<file path="src/pkg/rfhsc_pkg.sv">
package rfhsc_pkg;
    // clock and pin timing
    localparam int CLK_PERIOD_NS = 100;
    localparam int T_CK_NS       = 500;
    localparam int T_SU_NS       = 60;
    localparam int T_GAP_NS      = 5000;
    localparam int CK_HALF_CYC   = (T_CK_NS + CLK_PERIOD_NS - 1) / CLK_PERIOD_NS;
    localparam int SU_CYC        = (T_SU_NS + CLK_PERIOD_NS - 1) / CLK_PERIOD_NS;
    localparam int GAP_CYC       = (T_GAP_NS + CLK_PERIOD_NS - 1) / CLK_PERIOD_NS;

    // serial access shape
    localparam int SER_W    = 12;
    localparam int CFG_BITS = 12;
    localparam int SYM_BITS = 3;
    localparam logic [3:0] CFG_NBITS = 4'hC;
    localparam logic [3:0] SYM_NBITS = 4'h3;

    // device register map seen through the serial port
    localparam logic [3:0] CFG_ADDR_ANALOG  = 4'h0;
    localparam logic [3:0] CFG_ADDR_POWER   = 4'h1;
    localparam logic [3:0] CFG_ADDR_RSVD    = 4'h2;
    localparam logic [3:0] CFG_ADDR_DIGITAL = 4'h3;
    localparam logic [3:0] CFG_ADDR_PAT0    = 4'h4;
    localparam logic [3:0] CFG_ADDR_BITTIME = 4'hA;
    localparam logic [3:0] CFG_ADDR_RXSLOT  = 4'hB;
    localparam logic [3:0] CFG_ADDR_LAST    = 4'hC;
    localparam int         ENC_EN_BIT       = 0;
    localparam int         MOD_DEPTH_BIT    = 0;
    localparam logic [7:0] BIT_TIME_MASK    = 8'h1F;
    localparam logic [2:0] SYM_IDX_MAX      = 3'h6;

    // own command port
    localparam int         BUS_AW         = 4;
    localparam int         BUS_DW         = 16;
    localparam logic [3:0] REG_CFG_CMD    = 4'h0;
    localparam logic [3:0] REG_COMM_MODE  = 4'h1;
    localparam logic [3:0] REG_DIRECT_BIT = 4'h2;
    localparam logic [3:0] REG_SYMBOL     = 4'h3;
    localparam logic [3:0] REG_STATUS     = 4'h4;
    localparam int ST_BUSY_BIT    = 0;
    localparam int ST_GAP_BIT     = 1;
    localparam int ST_PEND_BIT    = 2;
    localparam int ST_SYNC_BIT    = 3;
    localparam int ST_ENC_BIT     = 4;
    localparam int ST_ERR_CFG_BIT = 8;
    localparam int ST_ERR_SYM_BIT = 9;

    typedef enum logic [1:0] {
        COMM_IDLE, COMM_DIRECT_TX, COMM_RX, COMM_ENC_TX
    } rfhsc_comm_t;

    typedef enum logic [2:0] {
        ST_COMM, ST_CFG_ENTER, ST_CFG_SHIFT, ST_SYM_SHIFT, ST_SYM_WAIT
    } rfhsc_state_t;
endpackage

</file>
<file path="src/pkg/rfhsc_ser_if.sv">
interface rfhsc_ser_if;
    logic                        start;
    logic [3:0]                  nbits;
    logic [rfhsc_pkg::SER_W-1:0] word;
    logic                        busy;
    logic                        done;
    logic                        sclk;
    logic                        sdat;

    modport ctrl (output start, nbits, word, input busy, done, sclk, sdat);
    modport eng  (input start, nbits, word, output busy, done, sclk, sdat);
endinterface

</file>
<file path="src/hw/rfhsc_sync.sv">
module rfhsc_sync #(
    parameter int W = 1
) (
    input  wire logic         ref_clk,
    input  wire logic         sys_rst,
    input  wire logic [W-1:0] async_in,
    output logic      [W-1:0] sync_out
);
    logic [W-1:0] meta_reg;
    logic [W-1:0] sync_reg;

    // two flops per bit, first one read only by the second
    always_ff @(posedge ref_clk) begin
        if (sys_rst) begin
            meta_reg <= '0;
            sync_reg <= '0;
        end else begin
            meta_reg <= async_in;
            sync_reg <= meta_reg;
        end
    end

    assign sync_out = sync_reg;
endmodule // rfhsc_sync

</file>
<file path="src/hw/rfhsc_shifter.sv">
module rfhsc_shifter #(
    parameter int CK_HALF = rfhsc_pkg::CK_HALF_CYC
) (
    input  wire logic ref_clk,
    input  wire logic sys_rst,
    rfhsc_ser_if.eng  ser
);
    import rfhsc_pkg::*;

    localparam int PW = (CK_HALF > 1) ? $clog2(CK_HALF) : 1;
    localparam logic [PW-1:0] PH_END = PW'(CK_HALF - 1);

    // clock phase must cover pulse width and data setup
    if (CK_HALF < 1 || CK_HALF < SU_CYC) begin : g_chk
        $error("rfhsc_shifter: CK_HALF too small");
    end

    logic             active_reg;
    logic             sclk_reg;
    logic             sdat_reg;
    logic             done_reg;
    logic [SER_W-1:0] sh_reg;
    logic [3:0]       left_reg;
    logic [PW-1:0]    ph_reg;

    // msb-first shift, data moves at load, at each falling clock and on return to idle
    always_ff @(posedge ref_clk) begin
        if (sys_rst) begin
            active_reg <= 1'b0;
            sclk_reg   <= 1'b0;
            sdat_reg   <= 1'b1;
            done_reg   <= 1'b0;
            sh_reg     <= '0;
            left_reg   <= '0;
            ph_reg     <= '0;
        end else begin
            done_reg <= 1'b0;
            if (!active_reg) begin
                sclk_reg <= 1'b0;
                sdat_reg <= 1'b1;
                if (ser.start) begin
                    active_reg <= 1'b1;
                    sh_reg     <= ser.word;
                    left_reg   <= ser.nbits;
                    ph_reg     <= '0;
                    sdat_reg   <= ser.word[SER_W-1];
                end
            end else if (ph_reg != PH_END) begin
                ph_reg <= ph_reg + 1'b1;
            end else begin
                ph_reg <= '0;
                if (left_reg == 4'h0) begin
                    active_reg <= 1'b0;
                    done_reg   <= 1'b1;
                end else if (!sclk_reg) begin
                    sclk_reg <= 1'b1;
                end else begin
                    sclk_reg <= 1'b0;
                    left_reg <= left_reg - 1'b1;
                    sh_reg   <= {sh_reg[SER_W-2:0], 1'b0};
                    sdat_reg <= sh_reg[SER_W-2];
                end
            end
        end
    end

    assign ser.busy = active_reg;
    assign ser.done = done_reg;
    assign ser.sclk = sclk_reg;
    assign ser.sdat = sdat_reg;
endmodule // rfhsc_shifter

</file>
<file path="src/hw/rfhsc_top.sv">
module rfhsc_top (
    input  wire logic                         ref_clk,
    input  wire logic                         sys_rst,
    input  wire logic [rfhsc_pkg::BUS_AW-1:0] bus_addr,
    input  wire logic [rfhsc_pkg::BUS_DW-1:0] bus_wdata,
    input  wire logic                         bus_wr,
    input  wire logic                         bus_rd,
    output logic      [rfhsc_pkg::BUS_DW-1:0] bus_rdata,
    output logic                              pin_mode_select,
    output logic                              pin_direction_select,
    output logic                              pin_data_in,
    output logic                              pin_serial_clock_in,
    input  wire logic                         pin_symbol_sync_out
);
    import rfhsc_pkg::*;

    localparam int GW = $clog2(GAP_CYC + 1);
    localparam int SW = $clog2(SU_CYC + 1);

    rfhsc_ser_if ser ();

    rfhsc_state_t         state_reg;
    rfhsc_comm_t          comm_reg;
    logic                 direct_bit_reg;
    logic                 enc_en_reg;
    logic                 pend_reg;
    logic [2:0]           pend_idx_reg;
    logic                 err_cfg_reg;
    logic                 err_sym_reg;
    logic [SER_W-1:0]     last_cfg_reg;
    logic [GW-1:0]        gap_reg;
    logic [SW-1:0]        su_reg;
    logic                 start_reg;
    logic [3:0]           nbits_reg;
    logic [SER_W-1:0]     word_reg;
    logic                 sync_s;
    logic                 sync_prev_reg;
    logic                 sync_rise;
    logic [BUS_DW-1:0]    rdata_reg;
    logic                 mode_reg;
    logic                 dir_reg;
    logic                 din_reg;
    logic                 sclk_reg;
    logic                 mode_next;
    logic                 dir_next;
    logic                 din_next;
    logic                 sclk_next;
    logic [3:0]           cfg_addr;
    logic [7:0]           cfg_data;
    logic                 cfg_wr;
    logic                 cfg_ok;
    logic                 cfg_take;
    logic                 sym_wr;
    logic                 sym_ok;
    logic                 sym_start;
    logic                 sym_queue;
    logic                 pend_use;
    logic [BUS_DW-1:0]    status;

    rfhsc_sync #(.W(1)) u_sync (
        .ref_clk  (ref_clk),
        .sys_rst  (sys_rst),
        .async_in (pin_symbol_sync_out),
        .sync_out (sync_s)
    );

    rfhsc_shifter #(.CK_HALF(CK_HALF_CYC)) u_shift (
        .ref_clk (ref_clk),
        .sys_rst (sys_rst),
        .ser     (ser)
    );

    assign ser.start = start_reg;
    assign ser.nbits = nbits_reg;
    assign ser.word  = word_reg;

    // command decode
    assign cfg_addr  = bus_wdata[11:8];
    assign cfg_wr    = bus_wr && (bus_addr == REG_CFG_CMD);
    assign cfg_ok    = (cfg_addr != CFG_ADDR_RSVD) && (cfg_addr <= CFG_ADDR_LAST);
    assign cfg_take  = cfg_wr && cfg_ok && (state_reg == ST_COMM) && (gap_reg == '0);
    assign sym_wr    = bus_wr && (bus_addr == REG_SYMBOL);
    assign sym_ok    = (bus_wdata[2:0] <= SYM_IDX_MAX) && enc_en_reg
                       && (comm_reg == COMM_ENC_TX);
    assign sync_rise = sync_s && !sync_prev_reg;
    assign pend_use  = (state_reg == ST_SYM_WAIT) && sync_rise && pend_reg
                       && (comm_reg == COMM_ENC_TX);
    assign sym_start = sym_wr && sym_ok && (state_reg == ST_COMM);
    assign sym_queue = sym_wr && sym_ok && (state_reg != ST_COMM)
                       && (state_reg != ST_CFG_ENTER) && (state_reg != ST_CFG_SHIFT)
                       && (!pend_reg || pend_use);

    // bit time field only five bits wide, upper bits forced to zero
    always_comb begin
        cfg_data = bus_wdata[7:0];
        if (cfg_addr == CFG_ADDR_BITTIME) begin
            cfg_data = bus_wdata[7:0] & BIT_TIME_MASK;
        end
    end

    // sequencer
    always_ff @(posedge ref_clk) begin
        if (sys_rst) begin
            state_reg <= ST_COMM;
            su_reg    <= '0;
        end else begin
            unique case (state_reg)
                ST_COMM: begin
                    su_reg <= '0;
                    if (cfg_take) begin
                        state_reg <= ST_CFG_ENTER;
                    end else if (sym_start) begin
                        state_reg <= ST_SYM_SHIFT;
                    end
                end
                ST_CFG_ENTER: begin
                    su_reg <= su_reg + 1'b1;
                    if (su_reg == SW'(SU_CYC)) begin
                        state_reg <= ST_CFG_SHIFT;
                    end
                end
                ST_CFG_SHIFT: begin
                    if (ser.done) begin
                        state_reg <= ST_COMM;
                    end
                end
                ST_SYM_SHIFT: begin
                    if (ser.done) begin
                        state_reg <= ST_SYM_WAIT;
                    end
                end
                ST_SYM_WAIT: begin
                    if (comm_reg != COMM_ENC_TX) begin
                        state_reg <= ST_COMM;
                    end else if (sync_rise) begin
                        state_reg <= pend_reg ? ST_SYM_SHIFT : ST_COMM;
                    end
                end
            endcase
        end
    end

    // shifter launch: twelve bits for a write, three for a symbol
    always_ff @(posedge ref_clk) begin
        if (sys_rst) begin
            start_reg <= 1'b0;
            nbits_reg <= '0;
            word_reg  <= '0;
        end else begin
            start_reg <= 1'b0;
            if (state_reg == ST_CFG_ENTER && su_reg == SW'(SU_CYC)) begin
                start_reg <= 1'b1;
                nbits_reg <= CFG_NBITS;
                word_reg  <= last_cfg_reg;
            end else if (sym_start) begin
                start_reg <= 1'b1;
                nbits_reg <= SYM_NBITS;
                word_reg  <= {bus_wdata[2:0], {(SER_W - SYM_BITS){1'b0}}};
            end else if (pend_use) begin
                start_reg <= 1'b1;
                nbits_reg <= SYM_NBITS;
                word_reg  <= {pend_idx_reg, {(SER_W - SYM_BITS){1'b0}}};
            end
        end
    end

    // accepted write word and encoder enable tracking
    always_ff @(posedge ref_clk) begin
        if (sys_rst) begin
            last_cfg_reg <= '0;
            enc_en_reg   <= 1'b0;
        end else if (cfg_take) begin
            last_cfg_reg <= {cfg_addr, cfg_data};
            if (cfg_addr == CFG_ADDR_DIGITAL) begin
                enc_en_reg <= cfg_data[ENC_EN_BIT];
            end
        end
    end

    // gap between writes counts from the end of each write
    always_ff @(posedge ref_clk) begin
        if (sys_rst) begin
            gap_reg <= '0;
        end else if (state_reg == ST_CFG_SHIFT && ser.done) begin
            gap_reg <= GW'(GAP_CYC);
        end else if (gap_reg != '0) begin
            gap_reg <= gap_reg - 1'b1;
        end
    end

    // software mode selection and direct data level
    always_ff @(posedge ref_clk) begin
        if (sys_rst) begin
            comm_reg       <= COMM_IDLE;
            direct_bit_reg <= 1'b1;
        end else if (bus_wr) begin
            if (bus_addr == REG_COMM_MODE) begin
                comm_reg <= rfhsc_comm_t'(bus_wdata[1:0]);
            end
            if (bus_addr == REG_DIRECT_BIT) begin
                direct_bit_reg <= bus_wdata[0];
            end
        end
    end

    // one waiting symbol; a queue in the taking cycle wins
    always_ff @(posedge ref_clk) begin
        if (sys_rst) begin
            pend_reg     <= 1'b0;
            pend_idx_reg <= '0;
        end else if (sym_queue) begin
            pend_reg     <= 1'b1;
            pend_idx_reg <= bus_wdata[2:0];
        end else if (pend_use || state_reg == ST_COMM) begin
            pend_reg <= 1'b0;
        end
    end

    // sticky errors, set wins over clear
    always_ff @(posedge ref_clk) begin
        if (sys_rst) begin
            err_cfg_reg <= 1'b0;
            err_sym_reg <= 1'b0;
        end else begin
            if (cfg_wr && !cfg_take) begin
                err_cfg_reg <= 1'b1;
            end else if (bus_wr && bus_addr == REG_STATUS && bus_wdata[ST_ERR_CFG_BIT]) begin
                err_cfg_reg <= 1'b0;
            end
            if (sym_wr && !sym_start && !sym_queue) begin
                err_sym_reg <= 1'b1;
            end else if (bus_wr && bus_addr == REG_STATUS && bus_wdata[ST_ERR_SYM_BIT]) begin
                err_sym_reg <= 1'b0;
            end
        end
    end

    // sync edge history
    always_ff @(posedge ref_clk) begin
        if (sys_rst) begin
            sync_prev_reg <= 1'b0;
        end else begin
            sync_prev_reg <= sync_s;
        end
    end

    // status word
    always_comb begin
        status                 = '0;
        status[ST_BUSY_BIT]    = (state_reg != ST_COMM);
        status[ST_GAP_BIT]     = (gap_reg != '0);
        status[ST_PEND_BIT]    = pend_reg;
        status[ST_SYNC_BIT]    = sync_s;
        status[ST_ENC_BIT]     = enc_en_reg;
        status[ST_ERR_CFG_BIT] = err_cfg_reg;
        status[ST_ERR_SYM_BIT] = err_sym_reg;
    end

    // read data one cycle after the strobe, zero otherwise
    always_ff @(posedge ref_clk) begin
        if (sys_rst || !bus_rd) begin
            rdata_reg <= '0;
        end else begin
            unique case (bus_addr)
                REG_CFG_CMD:    rdata_reg <= BUS_DW'(last_cfg_reg);
                REG_COMM_MODE:  rdata_reg <= BUS_DW'(comm_reg);
                REG_DIRECT_BIT: rdata_reg <= BUS_DW'(direct_bit_reg);
                REG_SYMBOL:     rdata_reg <= BUS_DW'(pend_idx_reg);
                REG_STATUS:     rdata_reg <= status;
                default:        rdata_reg <= '0;
            endcase
        end
    end

    // pin levels from the state
    always_comb begin
        // mode drops a cycle after data is forced high, so the two do not move together on entry
        mode_next = !((state_reg == ST_CFG_ENTER && su_reg != '0)
                      || state_reg == ST_CFG_SHIFT);
        dir_next  = mode_next && (state_reg == ST_COMM) && (comm_reg == COMM_RX);
        sclk_next = 1'b0;
        din_next  = 1'b1;
        if (state_reg == ST_CFG_SHIFT || state_reg == ST_SYM_SHIFT) begin
            sclk_next = ser.sclk;
            din_next  = ser.sdat;
        end else if (state_reg == ST_COMM && comm_reg == COMM_DIRECT_TX) begin
            din_next  = direct_bit_reg;
        end
    end

    // pin flops
    always_ff @(posedge ref_clk) begin
        if (sys_rst) begin
            mode_reg <= 1'b1;
            dir_reg  <= 1'b0;
            din_reg  <= 1'b1;
            sclk_reg <= 1'b0;
        end else begin
            mode_reg <= mode_next;
            dir_reg  <= dir_next;
            din_reg  <= din_next;
            sclk_reg <= sclk_next;
        end
    end

    assign bus_rdata            = rdata_reg;
    assign pin_mode_select      = mode_reg;
    assign pin_direction_select = dir_reg;
    assign pin_data_in          = din_reg;
    assign pin_serial_clock_in  = sclk_reg;

    // helper counters for the checks
    logic [3:0]    rise_cnt;
    logic [GW-1:0] high_cnt;
    always_ff @(posedge ref_clk) begin
        if (sys_rst) begin
            rise_cnt <= '0;
            high_cnt <= GW'(GAP_CYC);
        end else begin
            if (mode_reg) begin
                rise_cnt <= '0;
            end else if (sclk_next && !sclk_reg) begin
                rise_cnt <= rise_cnt + 1'b1;
            end
            if (!mode_reg) begin
                high_cnt <= '0;
            end else if (high_cnt != GW'(GAP_CYC)) begin
                high_cnt <= high_cnt + 1'b1;
            end
        end
    end
endmodule // rfhsc_top

</file>
<file path="config.mk">
export PLATFORM = sky130hd
export DESIGN_NAME = rfhsc_top
export DESIGN_NICKNAME = d
export VERILOG_FILES = /design/src/pkg/rfhsc_pkg.sv /design/src/pkg/rfhsc_ser_if.sv /design/src/hw/rfhsc_sync.sv /design/src/hw/rfhsc_shifter.sv /design/src/hw/rfhsc_top.sv
export SDC_FILE = /design/constraint.sdc
export NUM_CORES = 1
export LEC_CHECK = 0
export CORE_MARGIN = 4
export CORE_UTILIZATION = 45
export DETAILED_ROUTE_END_ITERATION = 16
export DONT_BUFFER_PORTS = 1
export PLACE_DENSITY = 0.56
export SETUP_SLACK_MARGIN = 0.3
export SLEW_MARGIN = 25
export SYNTH_ARGS = -nofsm -noshare
export SYNTH_HDL_FRONTEND = slang
export SYNTH_SLANG_ARGS = --single-unit
</file>
<file path="constraint.sdc">
create_clock -name ref_clk -period 3.09 [get_ports ref_clk]
set_input_delay 0.618 -clock ref_clk [delete_from_list [all_inputs] [get_ports ref_clk]]
set_output_delay 0.618 -clock ref_clk [all_outputs]
set_load 0.05 [all_outputs]
</file>
---- Word-level counts from Yosys, hierarchy flattened ----
Index checks and enable logic that the tools add are counted.
word-level totals
  register bits after elaboration ......... 94
  output and inout port bits .............. 20
  word-level logic and storage cells ...... 189
  bits of input ports ..................... 25
operators by class
  order comparisons ....................... 2
  equality and inequality tests ........... 26
  $add $sub $neg .......................... 4
  bitwise logic cells ..................... 4
  muxes and demuxes ....................... 55
  reduce and logical (&&, ||, !) cells .... 67
operators by type and width
  kind                   count
  $pmux W12 S5           1
  $mux W11               5
  $mux W12               3
  $mux W4                8
  $mux W3                10
  $logic_and A1 B1 Y1    29
  $mux W1                22
  $pmux W3 S5            1
  $reduce_bool A2 Y1     7
  $eq A4 B2 Y1 const B   3
  $mux W6                2
  $ne A2 B2 Y1 const B   5
  $logic_not A4 Y1       2
  $mux W8                1
  $reduce_and A2 Y1      4
  $reduce_or A2 Y1       4
  $logic_not A1 Y1       7
  $eq A3 B2 Y1 const B   2
  $logic_not A6 Y1       1
  $ne A3 B2 Y1 const B   2
  $ne A3 B3 Y1 const B   2
  $reduce_bool A3 Y1     2
  $reduce_bool A6 Y1     1
  $sub A6 B1 Y6 const B  1
  other kinds (24)       33

---- Depth between registers and ports, before layout ----
Gate-level depths: netlist of the first run.
  word-level depth ........................ 11
  depth in mapped cells ................... 7
  mapped depth without buffers ............ 6

---- Hierarchy ----
A second synthesis of the first run with hierarchy kept.
unflattened totals
  cell total of the unflattened synthesis .. 433
  area, all modules ....................... 4,050.1 um^2
modules (own cells, without submodules)
  module         seq. area each (um^2)  instances  area each (um^2)  cells an instance
  rfhsc_top      1,281.2                1          2,855.2           311
  rfhsc_shifter  440.4                  1          1,142.3           118
  rfhsc_sync     40.0                   1          52.6              4

---- Worst setup path before layout of the first run ----
OpenSTA, ideal clock, no wires.
  path kind ............................... input to register
  from .................................... input port bus_addr[0] (netlist bit)
  to ...................................... register pend_idx_reg[0]
  path slack .............................. 0.787 ns
  stages on the path ...................... 6
  arrival time ............................ 2.187 ns
  buffers on the path ..................... 2
  required time ........................... 2.974 ns
  setup time .............................. 0.116 ns
  cell sequence ........................... buf_2 nand2_1 or4_4 buf_6 or3_4 a31o_1
between the ends
  word-level cells in the longest chain between the ends .. 7
RTL lines
  what                               line              source
  start, declared                    rfhsc_top.sv:4    input wire logic [rfhsc_pkg::BUS_AW-1:0] bus_addr,
  $eq A4 B2 Y1                       rfhsc_top.sv:82   assign sym_wr = bus_wr && (bus_addr == REG_SYMBOL);
  $logic_and A1 B1 Y1                rfhsc_top.sv:82
  $logic_and A1 B1 Y1 (2 in series)  rfhsc_top.sv:89   assign sym_queue = sym_wr && sym_ok && (state_reg != ST_COMM)
  $logic_and A1 B1 Y1 (2 in series)  rfhsc_top.sv:90   && (state_reg != ST_CFG_ENTER) && (state_reg != ST_CFG_SHIFT)
  $logic_and A1 B1 Y1                rfhsc_top.sv:91   && (!pend_reg || pend_use);
  end signal, assigned               rfhsc_top.sv:213  pend_idx_reg <= bus_wdata[2:0];
  end, declared                      rfhsc_top.sv:27   logic [2:0] pend_idx_reg;
No other way between the ends.
A chain may end at the register's enable or synchronous reset.

---- Final worst setup path of the first run ----
  from .................................... register state_reg[2]
  to ...................................... register pend_idx_reg[1]
between the ends
  word-level cells in the longest chain between the ends .. 6
  elaborated cells between the ends (all ways) .. 12
  classes of those cells .................. 3 x eq/ne; 9 x reduce/logical
RTL lines
  what                               line              source
  start, declared                    rfhsc_top.sv:22   rfhsc_state_t state_reg;
  start signal, assigned             rfhsc_top.sv:136  state_reg <= pend_reg ? ST_SYM_SHIFT : ST_COMM;
  $eq A3 B3 Y1                       rfhsc_top.sv:86   assign pend_use = (state_reg == ST_SYM_WAIT) && sync_rise && pend_reg
  $logic_and A1 B1 Y1 (2 in series)  rfhsc_top.sv:86
  $logic_and A1 B1 Y1                rfhsc_top.sv:87   && (comm_reg == COMM_ENC_TX);
  $logic_or A1 B1 Y1                 rfhsc_top.sv:91
  $logic_and A1 B1 Y1 (*)            rfhsc_top.sv:91
Mark *: on every way between the ends. The rest lies on a longest branch, timed or not.

==> results of run 1 <==
==> cells by family (layout without fill, tap and decap cells) <==
group                      Yosys count  after routing
AOI/OAI and AO/OA                   90             90
xor gates and xnor gates             5              5
adders and majority gates            5              5
buffers and inverters               43             33
DFF                                 88             88
muxes                               30             30
other                                1              4
and+or+nand+nor                    166            166
==> metal layers <==
layer	routed length, um	vias up	track usage, %
met5	0	-	0
met4	127	0	5.60
met3	271	11	4.36
met2	3830	51	27.3
met1	4320	1429	25.5
li1	-	1533	-
==> worst max-delay path by stage <==
stage                       from               to  slack, ns  cells past startpoint
global route        state_reg[2]  pend_idx_reg[0]       0.75                      4
detailed placement   bus_addr[3]  pend_idx_reg[2]       0.76                      4
CTS                 state_reg[2]  pend_idx_reg[2]       0.98                      4
global placement     bus_addr[3]  pend_idx_reg[1]       0.76                      4
finish              state_reg[2]  pend_idx_reg[1]       0.97                      4
floorplan            bus_addr[0]  pend_idx_reg[0]       0.79                      6
==> stage by stage <==
| step | worst slack (ns) | area [sq um] | power (mW) | hold WS [ns] | instances |
|---|---|---|---|---|---|
| after detailed placement | 0.757 | 3920 | 1.71 | 0.429 | 510 |
| after global routing | 0.745 | 4100 | 2.56 | 0.291 | 526 |
| after CTS | 0.976 | 4100 | 2.44 | 0.305 | 526 |
| final | 0.971 | 4100 | 2.42 | 0.315 | 526 |
| after global placement | 0.765 | 3920 | 1.71 | 0.428 | 510 |
| after floorplan | 0.787 | 3890 | 1.65 | 0.414 | 431 |
==> critical path, cell delays in order, from the launching register on <==
cell      delay [ns]
dfxtp_1         0.50
nor3b_1         0.47
a21boi_0        0.33
or3_4           0.48
a31o_1          0.23
==> power by group through the flow <==
| stage | combinational, mW | clock [mW] | sequential (mW) |
|---|---|---|---|
| after floorplan | 0.381 | 0 | 1.27 |
| after global placement | 0.411 | 0 | 1.30 |
| after detailed placement | 0.414 | 0 | 1.30 |
| after CTS | 0.417 | 0.752 | 1.27 |
| after global routing | 0.467 | 0.813 | 1.28 |
| final | 0.415 | 0.733 | 1.27 |
==> synthesized netlist by cell type (4+ instances only) <==
library cell and count:
nor2_1 31, inv_1 11, and3_1 8, dfxtp_1 88, nor2b_1 11, mux2i_1 29, a21oi_1 18, buf_2 5
clkbuf_1 19, nor3b_1 8, a211oi_1 10, buf_4 4, nand3_1 21, ha_1 5, a22oi_1 8, nor3_1 11
o22ai_1 9, a31oi_1 4, nor4_1 11, o21ai_0 10, nand2_1 39
==> final cells by class <==
type | instances | area [sq um] | share of cell area (%)
multi-input combinational | 300 | 1940 | 47.4
sequential | 88 | 1760 | 43.0
tap | 105 | 131 | 3.21
clock buffer | 9 | 124 | 3.02
clock inverter | 7 | 55.1 | 1.34
inverter | 12 | 45.0 | 1.10
timing repair buffer | 5 | 37.5 | 0.916
==> out/metrics.cfg, run 1 <==
[finish]
area_growth_pct=5.64
layout_common_cells=dfxtp_1 (88), nand2_1 (39), nor2_1 (31)
antennaDiodeCount=0
finish.utilization_pct=49.4
drive_above_1_share_pct=8.08
num-fill-cells=770
final_common_cell=dfxtp_1
finalNetCount=446

[route]
drc_errors=0
vias_per_cell=5.75
dr_total_vias=3024
routed_wirelength_um=8550
wl_per_cell_um=16.3
drtIter0Drc=135
firstDrtPassIters=4
postRouteAntennaNets=0

[global_routing]
grt_pass1_wl_um=14500
antenna_found_initial=0
grt_overflow=0
grt_use_total_pct=18.1
grt_max_degree=46
grt_pass1_vias=2866

[critical_path]
critical_path_class=flop to flop
reg2reg_to=pend_idx_reg[1]
regToRegStartpoint=state_reg[2]
required_ns=3.34
critical_path_arrival_ns=2.37
startpoint_type=flop
rr_worst_depth=4
endpoint_kind=flop
r2r_slack_ns=0.97
path_max_fanout=11

[clock_tree]
cts_root_buf=clkbuf_8
cts_buffer_depth=2
cts_tree=yes
clk-insertion-delay-late_ns=0.36
cts.repair.resized=0
htreeDepth=3
post_cts_buffers=0
numCtsBuffers=9
clkSlewWorstSetupHoldPaths_ns=0.09
cts_hold_buffers=0
clock_sinks=88

[sta]
rsz0062_at_grt=no
fmax_ghz=0.472
finalSetupTns_ns=0
finalClockSkew_ns=0.00898
worstMarginPinSlew_ns=0.811
final.min_clock_period_ns=2.12
period_share_pct=68.6
max_slew_margin_pct=45.8
setup_viol=0
hold_viol=0
slew_viol_final=0

[job]
maxCapViolCount=0

[pwr]
power_frac_comb_pct=17.1
seq_power_share_pct=52.6
power_leakage_nw=1.39
p_sw_mw=0.755
intPower_mw=1.67
clkPwrFrac_pct=30.3
sw_frac_of_total_pct=31.2
power.density_nw_per_um2=591
ir_drop_mv=0.253

[placement]
finalWeightedCongestion=0.828
dp_hpwl_um=5950
port_buffers=0

[logic_synthesis]
synth_compound_area_share_pct=16.0
synthAdderAreaFrac_pct=1.61
synth-seq-area-share_pct=45.4
synth_top_family_by_area=simple AND/OR/NAND/NOR gates
synth_cells=428
yosys_warnings=0
synth.area.top_cells=dfxtp_1 (45%), mux2i_1 (7.5%), nand2_1 (3.8%), nor2_1 (3.0%), nand3_1 (2.7%)
yosysUniqueCellTypes=62
yosys.area.top_type=dfxtp_1
yosys.area.top_type_share_pct=45.4
synthSimpleGateAreaFrac_pct=22.8
synth_area_sq_um=3880
synthXorXnorAreaFrac_pct=1.13
synth_top_flop_cell=dfxtp_1
ys_ff_latch=88
synth_mux_area_share_pct=8.06
synth_area_per_cell_sq_um=9.07
synth_enable_flop_cells=0
async_flop_share_pct=0

[floorplan]
rows=33
pin_count=45
start_util_pct=46.8
die_area_sq_um=10200
die_w_um=101
coreArea_sq_um=8300
die_h_um=101

[outcome]
status=finished clean

[worst_hold_path]
hold_path.class=input port to flop
holdPathStages=1
whs_endpoint=u_shift.ph_reg[0]
min_from=sys_rst

No activity file was read; power rests on OpenSTA's default activity.
==> run 2: changes to the inputs <==
Settings changed: PLACE_DENSITY 0.56 to 0.58.
Clock period 3.09 ns to 1.9 ns, I/O delays scaled along.
==> out/metrics.cfg, run 2 (same netlist as run 1, synthesis figures left out) <==
[sta]
setup_viol=0  ; unchanged
finalWorstSetupSlack_ns=0.241  ; was 0.971 ns
finalClockSkew_ns=0.0127  ; was 0.00898 ns
slew_viol_final=0  ; unchanged
fmax_ghz=0.603  ; was 0.472 GHz
period_share_pct=87.3  ; was 68.6%
rsz0062_at_grt=yes  ; was no
hold_viol=0  ; unchanged
final.min_clock_period_ns=1.66  ; was 2.12 ns

[critical_path]
crit_chain=inv_2, ha_4, nor2b_4, nand4_1, buf_4, buf_6, o211a_1, nor3_2  ; was nor3b_1, a21boi_0, or3_4, a31o_1
slowest_stage=dfxtp_2  ; was dfxtp_1
required_ns=2.17  ; was 3.34 ns
critical_path_class=flop to flop  ; unchanged
path_max_fanout=2  ; was 11
cpLargestDelayFamily=simple AND/OR/NAND/NOR gates  ; unchanged
critical_path_arrival_ns=1.93  ; was 2.37 ns
startpoint_type=flop  ; unchanged
worst-path-buf-inv=3  ; was 0
endpoint_kind=flop  ; unchanged
slowest_delay_ns=0.34  ; was 0.50 ns

[placement]
finalWeightedCongestion=0.838  ; was 0.828
port_buffers=0  ; unchanged
dp_slack_ns=-0.00907  ; was 0.757 ns
dp_hpwl_um=6380  ; was 5950 um

[finish]
layout_common_cells=dfxtp_1 (79), nand2_1 (38), buf_4 (38)  ; was dfxtp_1 (88), nand2_1 (39), nor2_1 (31)
final-seq-area_sq_um=1770  ; was 1760 sq um
area_growth_pct=24.0  ; was 5.64%
num-fill-cells=734  ; was 770
finalNetCount=490  ; was 446
multi_input_area_sq_um=2190  ; was 1940 sq um
antennaDiodeCount=0  ; unchanged
drive_above_1_share_pct=26.5  ; was 8.08%
final_common_cell=dfxtp_1  ; unchanged

[global_routing]
grt_pass1_wl_um=15900  ; was 14500 um
grt_use_total_pct=19.9  ; was 18.1%
antenna_found_initial=0  ; unchanged
grt_max_degree=46  ; unchanged
grt_pass1_vias=3183  ; was 2866
grt_overflow=0  ; unchanged

[route]
drtIter0Drc=137  ; was 135
dr_total_vias=3240  ; was 3024
wl_per_cell_um=17.4  ; was 16.3 um
routed_wirelength_um=9910  ; was 8550 um
firstDrtPassIters=4  ; unchanged
postRouteAntennaNets=0  ; unchanged
drc_errors=0  ; unchanged
vias_per_cell=5.68  ; was 5.75

[outcome]
status=finished clean  ; unchanged

[floorplan]
pin_count=45  ; unchanged
start_util_pct=46.8  ; unchanged
die_h_um=101  ; unchanged
die_area_sq_um=10200  ; unchanged
die_w_um=101  ; unchanged
coreArea_sq_um=8300  ; unchanged
rows=33  ; unchanged

[clock_tree]
cts_tree=yes  ; unchanged
clock_sinks=88  ; unchanged
cts_root_buf=clkbuf_8  ; unchanged
htreeDepth=3  ; unchanged
clkSlewWorstSetupHoldPaths_ns=0.10  ; was 0.09 ns
numCtsBuffers=9  ; unchanged
cts_hold_buffers=0  ; unchanged
cts_buffer_depth=2  ; unchanged
clk-insertion-delay-late_ns=0.35  ; was 0.36 ns

[pwr]
power_leakage_nw=1.71  ; was 1.39 nW
power.density_nw_per_um2=991  ; was 591 nW/um^2
total_power_mw=4.77  ; was 2.42 mW
ir_drop_mv=0.559  ; was 0.253 mV

[job]
maxCapViolCount=0  ; unchanged

[worst_hold_path]
hold_path.class=input port to flop  ; unchanged

run 2: routing by layer:
layer	global-route usage (%)	routed length [um]	vias to the layer above
li1	-	-	1619
met1	26.0	4650	1534
met2	32.1	4770	67
met3	3.04	249	20
met4	9.74	246	0
met5	0	0	-
run 2: through the flow:
stage	setup TNS, ns	cell area [sq um]	hold slack, ns	util, %	cells
floorplan	-0.294	3960	0.414	-	431
global placement	-0.00349	4160	0.434	50.2	534
detailed placement	-0.0718	4160	0.424	50.2	534
global route	0	4810	0.0667	58.0	570
finish	0	4810	0.0831	58.0	570
CTS	0	4640	0.0624	55.9	566
run 2: final cells by class:
| cell class | instances | area share (%) |
|---|---|---|
| multi-input cells | 303 | 45.6 |
| flip-flops and latches | 88 | 36.9 |
| repair buffers | 46 | 8.69 |
| well taps | 105 | 2.73 |
| clock inverters | 7 | 2.60 |
| clock buffers | 9 | 2.57 |
| inverters | 12 | 0.936 |
run 2: final timing paths:
path / from / to / slack, ns / cells after the start
worst max-delay path: gap_reg[0] / state_reg[0] / 0.24 / 8
worst min register to register: u_sync.meta_reg / u_sync.sync_out / 0.45 / 1
worst max register to register: gap_reg[0] / state_reg[0] / 0.24 / 8
worst min-delay path: sys_rst / u_shift.ph_reg[1] / 0.08 / 1
run 2: power by group:
part | switching, mW | internal, mW | leakage (nW)
clock | 0.725 | 0.888 | 0.124
sequential | 0.133 | 1.94 | 0.715
combinational | 0.533 | 0.545 | 0.873
run 2: timing repair:
item                                    in CTS  in global routing
pin swaps                                   12                 19
setup buffers                               14                  2
gates cloned                                 2                  2
endpoints found under the setup margin      47                 48
gates resized for setup                     19                 39
run 2: worst register-to-register path: stages (launching register included):
cell,delay [ns]
dfxtp_2,0.34
inv_2,0.08
ha_4,0.13
nor2b_4,0.13
nand4_1,0.19
buf_4,0.21
buf_6,0.11
o211a_1,0.22
nor3_2,0.16
